===== config.mk =====
export PLATFORM = sky130hd
export DESIGN_NAME = apip_top
export DESIGN_NICKNAME = d
export VERILOG_FILES = /design/src/logic/apip_in_pack.v /design/src/logic/apip_out_unpack.v /design/src/logic/apip_top.v
export VERILOG_INCLUDE_DIRS = /design/src /design/src/logic
export SDC_FILE = /design/constraint.sdc
export NUM_CORES = 2
export LEC_CHECK = 0
export ABC_AREA = 1
export BUFFER_PORTS_ARGS = -buffer_cell sky130_fd_sc_hd__buf_2
export CAP_MARGIN = 25
export CORE_UTILIZATION = 29
export CTS_CLUSTER_SIZE = 20
export DETAILED_ROUTE_END_ITERATION = 8
export PLACE_DENSITY = 0.5
export SLEW_MARGIN = 10
export SYNTH_ARGS = -nofsm -noshare
export SYNTH_HDL_FRONTEND = slang
export SYNTH_SLANG_ARGS = --single-unit

===== constraint.sdc =====
create_clock -name sys_clk -period 3.08 [get_ports sys_clk]
set_input_delay 0 -clock sys_clk [delete_from_list [all_inputs] [get_ports sys_clk]]
set_output_delay 0 -clock sys_clk [all_outputs]
set_load 0.005 [all_outputs]

===== src/logic/apip_map.vh =====
/*
  Address map, field positions, reset values and instance codes of the process image packer.
  Assumes a 12-bit AXI4-Lite byte address and 32-bit data.
*/
// How it works
// - Input image is read by the controller; output image is written by it.
// - Selected input and output instance codes decide whether the images carry data.
// - Only standard/A nodes 1..31 and B nodes 1..31 are carried.
// - Single network: network 1 data fills image bytes 0 to 31.
// - Dual network: network 2 uses the same layout in bytes 32 to 63.
// - Input byte 0 of a network: flags 3..0 high, node 1/1A low.
// - Bytes 1..15: node 2n high nibble, node 2n+1 low nibble.
// - Byte 16: reserved high, 1B low; bytes 17..31 hold B pairs.
// - Output byte 0 high nibble unused, low is node 1/1A; rest as input.
// - Word k is byte 2k in bits 7..0 and byte 2k+1 above.
// - Output word 0 bits 7..4 unused; word 8 carries 2B, 3B, reserved, 1B.
`ifndef APIP_MAP_VH
`define APIP_MAP_VH

// Register and window offsets
`define APIP_CTRL_OFS 12'h000
`define APIP_STATUS_OFS 12'h004
`define APIP_IN_WIN 4'h1
`define APIP_OUT_WIN 4'h2

// Control fields
`define APIP_CTRL_DUAL 0
`define APIP_CTRL_IN_LSB 8
`define APIP_CTRL_OUT_LSB 16

// Status fields
`define APIP_ST_IN_OK 0
`define APIP_ST_OUT_OK 1
`define APIP_ST_DUAL 2
`define APIP_ST_CNT_LSB 8

// Instance codes
`define APIP_INST_OUT 8'h64
`define APIP_INST_IN 8'h65
`define APIP_INST_IN_DIAG 8'h67

// Reset value and image word counts
`define APIP_DUAL_RST 1'h1
`define APIP_WORDS 16
`define APIP_NET_WORDS 8

// AXI responses
`define APIP_RESP_OKAY 2'h0
`define APIP_RESP_SLVERR 2'h2

`endif


===== src/logic/apip_in_pack.v =====
/*
  Packs one network's node input nibbles and master flags into its 32-byte input image.
  Assumes node n sits at bits 4n-4 upward of each node bus.
*/
`include "apip_map.vh"

module apip_in_pack (
  input wire [123:0] node_a,
  input wire [123:0] node_b,
  input wire [3:0] flags,
  output wire [255:0] image
);

  genvar j;
  //////////////////////////////////////////////////////////////////////////////
  // One pass per byte pair: A byte j and B byte j+16
  generate
    for (j = 0; j < 16; j = j + 1) begin : g_byte
      if (j == 0) begin : g_first
        assign image[7:0] = {flags, node_a[3:0]};
        assign image[135:128] = {4'h0, node_b[3:0]};
      end else begin : g_pair
        // High nibble node 2j, low nibble node 2j+1
        assign image[8*j +: 8] = {node_a[4*(2*j-1) +: 4], node_a[8*j +: 4]};
        assign image[128+8*j +: 8] = {node_b[4*(2*j-1) +: 4], node_b[8*j +: 4]};
      end
    end
  endgenerate

endmodule // apip_in_pack


===== src/logic/apip_out_unpack.v =====
/*
  Unpacks one network's 32-byte output image into node output nibbles.
  Assumes the image follows the input layout; unused and reserved nibbles are dropped.
*/
`include "apip_map.vh"

module apip_out_unpack (
  input wire [255:0] image,
  output wire [123:0] node_a,
  output wire [123:0] node_b
);

  genvar j;
  //////////////////////////////////////////////////////////////////////////////
  // Byte 0 and byte 16 high nibbles never reach a node
  generate
    for (j = 0; j < 16; j = j + 1) begin : g_byte
      if (j == 0) begin : g_first
        assign node_a[3:0] = image[3:0];
        assign node_b[3:0] = image[131:128];
      end else begin : g_pair
        assign node_a[4*(2*j-1) +: 4] = image[8*j+4 +: 4];
        assign node_a[8*j +: 4] = image[8*j +: 4];
        assign node_b[4*(2*j-1) +: 4] = image[128+8*j+4 +: 4];
        assign node_b[8*j +: 4] = image[128+8*j +: 4];
      end
    end
  endgenerate

endmodule // apip_out_unpack


===== src/logic/apip_top.v =====
/*
  Process image packer top: AXI4-Lite slave exposing control, status, the
  digital input image and the digital output image of one or two networks.
  Map, as byte addresses:
    0x000 control: bit 0 dual network, bits 15..8 input instance code,
          bits 23..16 output instance code
    0x004 status, read only: bit 0 input code valid, bit 1 output code
          valid, bit 2 dual network, bits 15..8 count of stored writes
    0x100..0x13C input image words 0..15, packed live from the node pins
    0x200..0x23C output image words 0..15, held here
  Image byte b sits in word b/4, lane b%4; a 16-bit controller word k is
  half k%2 of bus word k/2. Words 0..7 carry network 1, 8..15 network 2.
  Reserved and unused output nibbles are not stored and read back as zero.
  Misaligned, read-only and unmapped accesses answer SLVERR.
  Both networks are always built; the dual bit only hides network 2.
  Assumes node data and master flags are synchronous to sys_clk and that
  the AXI master follows AXI4-Lite valid/ready rules.
*/
`include "apip_map.vh"

module apip_top (
  input wire sys_clk,
  input wire resetn,
  input wire [11:0] s_axi_awaddr,
  input wire s_axi_awvalid,
  output wire s_axi_awready,
  input wire [31:0] s_axi_wdata,
  input wire [3:0] s_axi_wstrb,
  input wire s_axi_wvalid,
  output wire s_axi_wready,
  output reg [1:0] s_axi_bresp,
  output reg s_axi_bvalid,
  input wire s_axi_bready,
  input wire [11:0] s_axi_araddr,
  input wire s_axi_arvalid,
  output wire s_axi_arready,
  output reg [31:0] s_axi_rdata,
  output reg [1:0] s_axi_rresp,
  output reg s_axi_rvalid,
  input wire s_axi_rready,
  input wire [247:0] node_in_a,
  input wire [247:0] node_in_b,
  input wire [1:0] master_flag_bit0,
  input wire [1:0] master_flag_bit1,
  input wire [1:0] master_flag_bit2,
  input wire [1:0] master_flag_bit3,
  output reg [247:0] node_out_a,
  output reg [247:0] node_out_b,
  output reg out_image_update
);

  //////////////////////////////////////////////////////////////////////////////
  // Control and status state
  reg dual_net;
  reg [7:0] in_instance;
  reg [7:0] out_instance;
  reg [7:0] out_write_count;
  wire in_ok;
  wire out_ok;

  // Output image words, byte b of the image at word b/4, lane b%4
  reg [31:0] out_mem [0:15];

  // Write channel holding registers
  reg aw_got;
  reg [11:0] aw_addr;
  reg w_got;
  reg [31:0] w_data;
  reg [3:0] w_strb;
  wire aw_take;
  wire w_take;
  wire wr_fire;

  // Read side
  wire ar_take;
  reg [31:0] next_rdata;
  reg [1:0] next_rresp;

  // Write decode
  reg [1:0] next_bresp;
  reg ctrl_we;
  reg out_we;
  reg [31:0] wr_word;
  reg [31:0] wr_mask;

  // Window hits and missing network 2 words
  wire wr_out_win;
  wire wr_net2_gone;
  wire rd_in_win;
  wire rd_out_win;
  wire rd_net2_gone;

  // Image buses
  wire [511:0] in_image;
  wire [511:0] out_image;
  wire [247:0] unpack_a;
  wire [247:0] unpack_b;
  wire [3:0] flags_net [0:1];

  // Loop index for clearing the output image in reset
  integer k;

  //////////////////////////////////////////////////////////////////////////////
  // Instance selection gates both images
  // Any other code zeroes input reads, or refuses output writes and zeroes the node outputs
  assign in_ok = (in_instance == `APIP_INST_IN) ||
                 (in_instance == `APIP_INST_IN_DIAG);
  assign out_ok = (out_instance == `APIP_INST_OUT);

  // Flags gathered per network, F3 on top
  // Network 2 flags are packed even when absent; its words then read zero
  assign flags_net[0] = {master_flag_bit3[0], master_flag_bit2[0],
                         master_flag_bit1[0], master_flag_bit0[0]};
  assign flags_net[1] = {master_flag_bit3[1], master_flag_bit2[1],
                         master_flag_bit1[1], master_flag_bit0[1]};

  //////////////////////////////////////////////////////////////////////////////
  // Per network packing and unpacking
  // Identical logic per network, network 2 in the upper halves
  genvar n;
  generate
    for (n = 0; n < 2; n = n + 1) begin : g_net
      apip_in_pack u_pack (
        .node_a(node_in_a[124*n +: 124]),
        .node_b(node_in_b[124*n +: 124]),
        .flags(flags_net[n]),
        .image(in_image[256*n +: 256])
      );
      apip_out_unpack u_unpack (
        .image(out_image[256*n +: 256]),
        .node_a(unpack_a[124*n +: 124]),
        .node_b(unpack_b[124*n +: 124])
      );
    end
    // Flatten the output words; bytes are little-endian inside each word
    // Word n holds image bytes 4n to 4n+3
    for (n = 0; n < `APIP_WORDS; n = n + 1) begin : g_word
      assign out_image[32*n +: 32] = out_mem[n];
    end
  endgenerate

  //////////////////////////////////////////////////////////////////////////////
  // Window decode: each window spans 64 bytes, anything above is unmapped
  assign wr_out_win = (aw_addr[11:8] == `APIP_OUT_WIN) && (aw_addr[7:6] == 2'h0);
  assign rd_in_win = (s_axi_araddr[11:8] == `APIP_IN_WIN) && (s_axi_araddr[7:6] == 2'h0);
  assign rd_out_win = (s_axi_araddr[11:8] == `APIP_OUT_WIN) && (s_axi_araddr[7:6] == 2'h0);
  // Words 8..15 carry network 2, absent in the single-network variant
  assign wr_net2_gone = aw_addr[5] && !dual_net;
  assign rd_net2_gone = s_axi_araddr[5] && !dual_net;

  //////////////////////////////////////////////////////////////////////////////
  // Address and data are accepted independently, in either order
  assign s_axi_awready = !aw_got && !s_axi_bvalid;
  assign s_axi_wready = !w_got && !s_axi_bvalid;
  assign aw_take = s_axi_awvalid && s_axi_awready;
  assign w_take = s_axi_wvalid && s_axi_wready;
  assign wr_fire = aw_got && w_got && !s_axi_bvalid;

  // Holding registers for the two write halves
  // A half taken early waits here; its ready stays low until the pair's write answer is taken
  always @(posedge sys_clk or negedge resetn) begin
    if (!resetn) begin
      aw_got <= 1'b0;
      aw_addr <= 12'h000;
      w_got <= 1'b0;
      w_data <= 32'h00000000;
      w_strb <= 4'h0;
    end else begin
      if (aw_take) begin
        aw_got <= 1'b1;
        aw_addr <= s_axi_awaddr;
      end else if (wr_fire) begin
        aw_got <= 1'b0;
      end
      if (w_take) begin
        w_got <= 1'b1;
        w_data <= s_axi_wdata;
        w_strb <= s_axi_wstrb;
      end else if (wr_fire) begin
        w_got <= 1'b0;
      end
    end
  end

  //////////////////////////////////////////////////////////////////////////////
  // Write decode: byte strobes become a bit mask
  // A refused write changes nothing; SLVERR tells the master why. Writes to
  // missing network 2 words are dropped quietly, since a controller may
  // send a full dual image to a single-network packer.
  always @* begin
    next_bresp = `APIP_RESP_OKAY;
    ctrl_we = 1'b0;
    out_we = 1'b0;
    wr_mask = {{8{w_strb[3]}}, {8{w_strb[2]}}, {8{w_strb[1]}}, {8{w_strb[0]}}};
    wr_word = w_data;
    // Unused and reserved nibbles are never stored, so readback shows zero
    if (aw_addr[3:2] == 2'h0) begin
      wr_mask[7:4] = 4'h0;
    end
    if (aw_addr[1:0] != 2'h0) begin
      next_bresp = `APIP_RESP_SLVERR;
    end else if ((aw_addr == `APIP_CTRL_OFS)) begin
      ctrl_we = 1'b1;
    end else if (aw_addr == `APIP_STATUS_OFS) begin
      // Status is read only
      next_bresp = `APIP_RESP_SLVERR;
    end else if (wr_out_win) begin
      // Only the controller writes the output image
      if (!out_ok) begin
        next_bresp = `APIP_RESP_SLVERR;
      end else if (wr_net2_gone) begin
        out_we = 1'b0; // network 2 absent, data dropped
      end else begin
        out_we = 1'b1;
      end
    end else begin
      // Input image is read-only, everything else unmapped
      next_bresp = `APIP_RESP_SLVERR;
    end
  end

  //////////////////////////////////////////////////////////////////////////////
  // Register and output image updates, write response
  // The write count wraps at 256; software works with differences.
  // No new write fires while bvalid stands, so set and clear never meet.
  always @(posedge sys_clk or negedge resetn) begin
    if (!resetn) begin
      dual_net <= `APIP_DUAL_RST;
      in_instance <= `APIP_INST_IN;
      out_instance <= `APIP_INST_OUT;
      out_write_count <= 8'h00;
      s_axi_bvalid <= 1'b0;
      s_axi_bresp <= `APIP_RESP_OKAY;
      out_image_update <= 1'b0;
      for (k = 0; k < `APIP_WORDS; k = k + 1) begin
        out_mem[k] <= 32'h00000000;
      end
    end else begin
      out_image_update <= 1'b0;
      if (s_axi_bvalid && s_axi_bready) begin
        s_axi_bvalid <= 1'b0;
      end
      if (wr_fire) begin
        s_axi_bvalid <= 1'b1;
        s_axi_bresp <= next_bresp;
        if (ctrl_we) begin
          if (w_strb[0]) begin
            dual_net <= w_data[`APIP_CTRL_DUAL];
          end
          if (w_strb[1]) begin
            in_instance <= w_data[`APIP_CTRL_IN_LSB +: 8];
          end
          if (w_strb[2]) begin
            out_instance <= w_data[`APIP_CTRL_OUT_LSB +: 8];
          end
        end
        if (out_we) begin
          out_mem[aw_addr[5:2]] <= (out_mem[aw_addr[5:2]] & ~wr_mask) |
                                   (wr_word & wr_mask);
          out_write_count <= out_write_count + 8'h01;
          out_image_update <= 1'b1;
        end
      end
    end
  end

  //////////////////////////////////////////////////////////////////////////////
  // Node outputs follow the stored image one cycle later
  // The extra stage keeps the pins a clean copy, free of decode glitches
  always @(posedge sys_clk or negedge resetn) begin
    if (!resetn) begin
      node_out_a <= 248'h0;
      node_out_b <= 248'h0;
    end else if (!out_ok) begin
      // Without the output instance no node is driven
      node_out_a <= 248'h0;
      node_out_b <= 248'h0;
    end else begin
      node_out_a[123:0] <= unpack_a[123:0];
      node_out_b[123:0] <= unpack_b[123:0];
      // Network 2 stays quiet in the single-network variant
      node_out_a[247:124] <= dual_net ? unpack_a[247:124] : 124'h0;
      node_out_b[247:124] <= dual_net ? unpack_b[247:124] : 124'h0;
    end
  end

  //////////////////////////////////////////////////////////////////////////////
  // Read channel: one read in flight, answer one cycle after acceptance
  // arready drops while an answer waits, so no read is ever lost
  assign s_axi_arready = !s_axi_rvalid;
  assign ar_take = s_axi_arvalid && s_axi_arready;

  // Read decode; the input image is packed live, so a read shows current inputs
  // Nothing is snapshotted: a word read while a node changes shows the new
  // value, which a cyclic exchange tolerates.
  always @* begin
    next_rdata = 32'h00000000;
    next_rresp = `APIP_RESP_OKAY;
    if (s_axi_araddr[1:0] != 2'h0) begin
      next_rresp = `APIP_RESP_SLVERR;
    end else if (s_axi_araddr == `APIP_CTRL_OFS) begin
      next_rdata[`APIP_CTRL_DUAL] = dual_net;
      next_rdata[`APIP_CTRL_IN_LSB +: 8] = in_instance;
      next_rdata[`APIP_CTRL_OUT_LSB +: 8] = out_instance;
    end else if (s_axi_araddr == `APIP_STATUS_OFS) begin
      next_rdata[`APIP_ST_IN_OK] = in_ok;
      next_rdata[`APIP_ST_OUT_OK] = out_ok;
      next_rdata[`APIP_ST_DUAL] = dual_net;
      next_rdata[`APIP_ST_CNT_LSB +: 8] = out_write_count;
    end else if (rd_in_win) begin
      // Network 2 words read zero when only one network exists
      if (in_ok && !rd_net2_gone) begin
        next_rdata = in_image[32*s_axi_araddr[5:2] +: 32];
      end
    end else if (rd_out_win) begin
      // Stored words read back as written, reserved nibbles as zero
      if (!rd_net2_gone) begin
        next_rdata = out_mem[s_axi_araddr[5:2]];
      end
    end else begin
      next_rresp = `APIP_RESP_SLVERR;
    end
  end

  // Read data register
  // Captured at the address handshake and held until rready
  always @(posedge sys_clk or negedge resetn) begin
    if (!resetn) begin
      s_axi_rvalid <= 1'b0;
      s_axi_rdata <= 32'h00000000;
      s_axi_rresp <= `APIP_RESP_OKAY;
    end else begin
      if (ar_take) begin
        s_axi_rvalid <= 1'b1;
        s_axi_rdata <= next_rdata;
        s_axi_rresp <= next_rresp;
      end else if (s_axi_rvalid && s_axi_rready) begin
        s_axi_rvalid <= 1'b0;
      end
    end
  end

endmodule // apip_top


==> results by group <==
Timing
  – Clock Skew: roughly 42 ps
  – Tightest Pin Transition: approximately 1500 ps
  – Setup TNS: 0 ps
  – Final WS setup: ~110 ps
  – Finish-stage setup viols: 0
  – Fin crit period: roughly 3000 ps
  – RSZ-0062 raised after global routing: false
  – Slew margin rel.: -0.0215
  – Pins Over Slew Limit: 84
  – Hold Violations, Final: 1
  – WHS: -4.00 ps
  – Tcrit/Tclk final: 0.965
  – Highest clock rate: approximately 340 MHz

Yosys
  – Post-synth EDFFs: 0
  – Register bit total from synthesis: 1120
  – Register area share after synthesis: 0.507
  – Synthesized area: ~55000 um2
  – Syn Inst Count: about 7600
  – Synth async-reset ratio: 1.00
  – Syn Area/Cell: approximately 7.3 um2
  – Top_reg_cell synth: dfrtp_1
  – Cell variety after synth: 35
  – Yosys warning count: 0

Floorplan
  – Row count: approximately 160
  – Initial core utilization: 0.293
  – Chip width: about 440 um
  – DIE AREA: between 150000 and 200000 um2
  – Area of the core: ~190000 um2
  – DIE HEIGHT: between 400 and 500 um
  – IO Pins: around 1100

Routing
  – DR pass1 iterations: 6
  – DRC viols: 0
  – Final WL: between 300 and 400 mm
  – DR iter-0 viols: about 7500
  – Routed len/inst: between 20 and 30 um
  – Vias: just under 60000
  – Avg Vias per Cell: ~5.3
  – Routed Antenna Nets: 0

Layout
  – Area of the multi-input gates: about 23000 um2
  – Reg area: between 20000 and 30000 um2
  – Filler instances: 20100
  – Area grow syn2layout: 28.7%
  – Layout Nets: slightly above 9000
  – Post-route non-filler standard cell count: between 10000 and 15000
  – Share of layout cells above drive strength 1: 0.191
  – Post-route cell area: slightly above 70000 um2

Clock network
  – Clock sinks: 1120
  – H-tree levels: 4
  – Num CTS Buffers: 130
  – Insertion delay to the later sink of the worst-skew pair: slightly above 800 ps
  – CTS clk-pin slew, worst paths: about 70 ps
  – CTS tree: done
  – Root Driver: clkbuf_16
  – Clk buf depth: 3

Setup path
  – Worst path slowest cell: a21oi_1
  – Critical path class: register to register
  – Worst path arrival time: about 3700 ps
  – CP endpoint kind: register
  – Crit-path leading delay family: simple AND/OR/NAND/NOR gates
  – CP most frequent cell: nand2_1
  – CP Buf/Inv Count: 3
  – Crit-path max FO: 23
  – Largest stage delay on the critical path: between 600 and 700 ps
  – Worst Path Required: ~3800 ps
  – CP startpoint kind: register
  – Critical path, cell by cell: nand2_4 -> inv_2 -> buf_12 -> a22oi_1 -> nand2_1 -> a21oi_1 -> nand2_1 -> buf_4 -> nand3_1 -> nand2_1

Pwr
  – Sw Pwr: 15400 uW
  – Power share of the sequential group: 0.358
  – Combinational power share: 0.253
  – Switching Share: 0.361
  – Int Power: around 27000 uW
  – Static Leak: 0.0379 uW
  – Clock network power share: 0.389
  – Max VDD drop: between 0.0005 and 0.0006 V
  – P per Cell Area: 599 nW/um2

Worst hold path
  – HP Class: input pin to register

Global routing
  – Gr ovfl total: 0
  – First-pass GRT wire length: ~450 mm
  – Largest net degree at the start of global routing: approximately 180
  – Vias in the first global route: around 57000
  – Total Routing Usage GR: 0.330
  – Initial antenna violation count: 37

Place
  – Port buffer count: between 1000 and 1500
  – Post-DP Area: around 65000 um2
  – RePlAce Congestion: between 0.9 and 1
  – Cell total after placement: approximately 11000
  – Dpl ws: ~240 ps
  – Dpl hpwl: about 240 mm

Job
  – Max Cap Viol: 0

Outcome
  – Failing checks: hold timing, slew limit
  – Status: finished, violations left
[worst min-delay path, cell delays in order]
cell,delay [ps]
buf_2,80
nand2_1,40
nand3_1,80
nand3_1,80
nand3_1,100
nand3_1,100
nand3_1,150
nand2_1,70
nand2_1,50
[kinds of logic (layout without fill, tap and decap cells)]
group | Yosys count | after routing | share of synthesized area
AND/OR/NAND/NOR | 4627 | 4627 | 0.343
flip-flops | 1120 | 1120 | 0.507
adder cells (fa/ha/maj) | 1 | 1 | 0.000226
buffers and inverters | 1251 | 2490 | 0.0890
other | 1 | 17 | 0.0000678
XOR/XNOR | 7 | 7 | 0.00111
multiplexers | 10 | 10 | 0.00203
AO/OA/AOI/OAI | 570 | 570 | 0.0583
[registers in the layout, indices dropped and copies added (netlist names)]
signal	cells
aw_addr	12
aw_got	1
dual_net	1
in_instance	8
node_out_a	248
node_out_b	248
out_image	512
out_image_update	1
out_instance	8
out_write_count	8
s_axi_bresp	1
s_axi_bvalid	1
s_axi_rdata	32
s_axi_rresp	1
s_axi_rvalid	1
w_data	32
w_got	1
w_strb	4
[path summary, 6_finish.rpt]
kind / to / start / slack [ps] / cells past startpoint
setup reg to reg: out_image[476] / aw_addr[2] / 110 / 10
min in group asynchronous: out_image[169] / resetn / 390 / 4
max in group asynchronous: node_out_b[214] / resetn / 580 / 6
hold / removal: s_axi_rdata[14] / node_in_a[102] / -4 / 9
setup / recovery: out_image[476] / aw_addr[2] / 110 / 10
hold reg to reg: out_image[132] / out_image[132] / 410 / 0
[routing by layer]
| layer | routed length, um | track usage | vias up |
|---|---|---|---|
| met2 | 140000 | 0.480 | 3466 |
| met5 | 184 | 0.00447 | - |
| met1 | 140000 | 0.461 | 29600 |
| met4 | 16100 | 0.142 | 14 |
| met3 | 32800 | 0.0841 | 608 |
| li1 | - | - | 26000 |
[power groups by stage]
stage	Clock, uW	Sequential, uW	Combinational [uW]
2_1_floorplan	0	15400	4380
3_3_place_gp	0	15500	10100
3_5_place_dp	0	15500	10200
4_1_cts	16800	15300	10500
5_1_grt	17400	15300	11000
6_report	16600	15300	10800
[layout make-up]
cell class	count	area share
diodes	15	0.000527
clock buffers	181	0.0525
clock inverters	48	0.0106
inverters	730	0.0387
multi-input cells	5217	0.318
flip-flops and latches	1120	0.394
well taps	2495	0.0438
repair buffers	1531	0.143
[repair_timing]
item / in CTS / in global routing
hold buffers: 152 / 0
endpoints found under the hold margin: 1200 / 0
endpoints found under the setup margin: 0 / 4
gates resized for setup: 0 / 2
setup buffers: 0 / 0
[Yosys cell counts, drive strengths merged, types with 22 or more instances]
master | n | share of area
a21oi | 158 | 0.014
a22oi | 64 | 0.0087
buf | 219 | 0.019
clkbuf | 302 | 0.020
dfrtp | 1112 | 0.50
inv | 730 | 0.050
nand2 | 2705 | 0.18
nand3 | 1069 | 0.097
nand4 | 28 | 0.0033
nor2 | 795 | 0.055
o21ai | 221 | 0.020
o21bai | 22 | 0.0030
o22ai | 86 | 0.0097
[placed cells by master (no fill, tap or decap), types with 6 or more instances in the layout]
cell type / n
nand2_1: 2681
dfrtp_1: 1112
buf_2: 1101
nand3_1: 1068
nor2_1: 763
inv_1: 720
o21ai_0: 201
buf_4: 194
a21oi_1: 158
dlygate4sd3_1: 152
clkbuf_16: 132
o22ai_1: 86
buf_12: 79
a22oi_1: 64
nor2_4: 30
nand4_1: 27
clkbuf_8: 25
clkbuf_1: 24
o21bai_1: 22
o21ai_1: 20
nand2_2: 18
clkinv_2: 17
o211ai_1: 16
diode_2: 15
or2_2: 15
bufinv_16: 13
mux2_2: 10
inv_2: 7
xor2_1: 7
dfstp_2: 7
nor3_1: 6
nand2_4: 6
inv_6: 6
[through the flow]
stage          power [uW]   util
2_1_floorplan       19800      -
3_3_place_gp        25700  0.345
3_5_place_dp        25800  0.346
4_1_cts             42600  0.377
5_1_grt             43700  0.378
6_report            42700  0.378
Note: power is estimated with default switching activity, not from simulation.
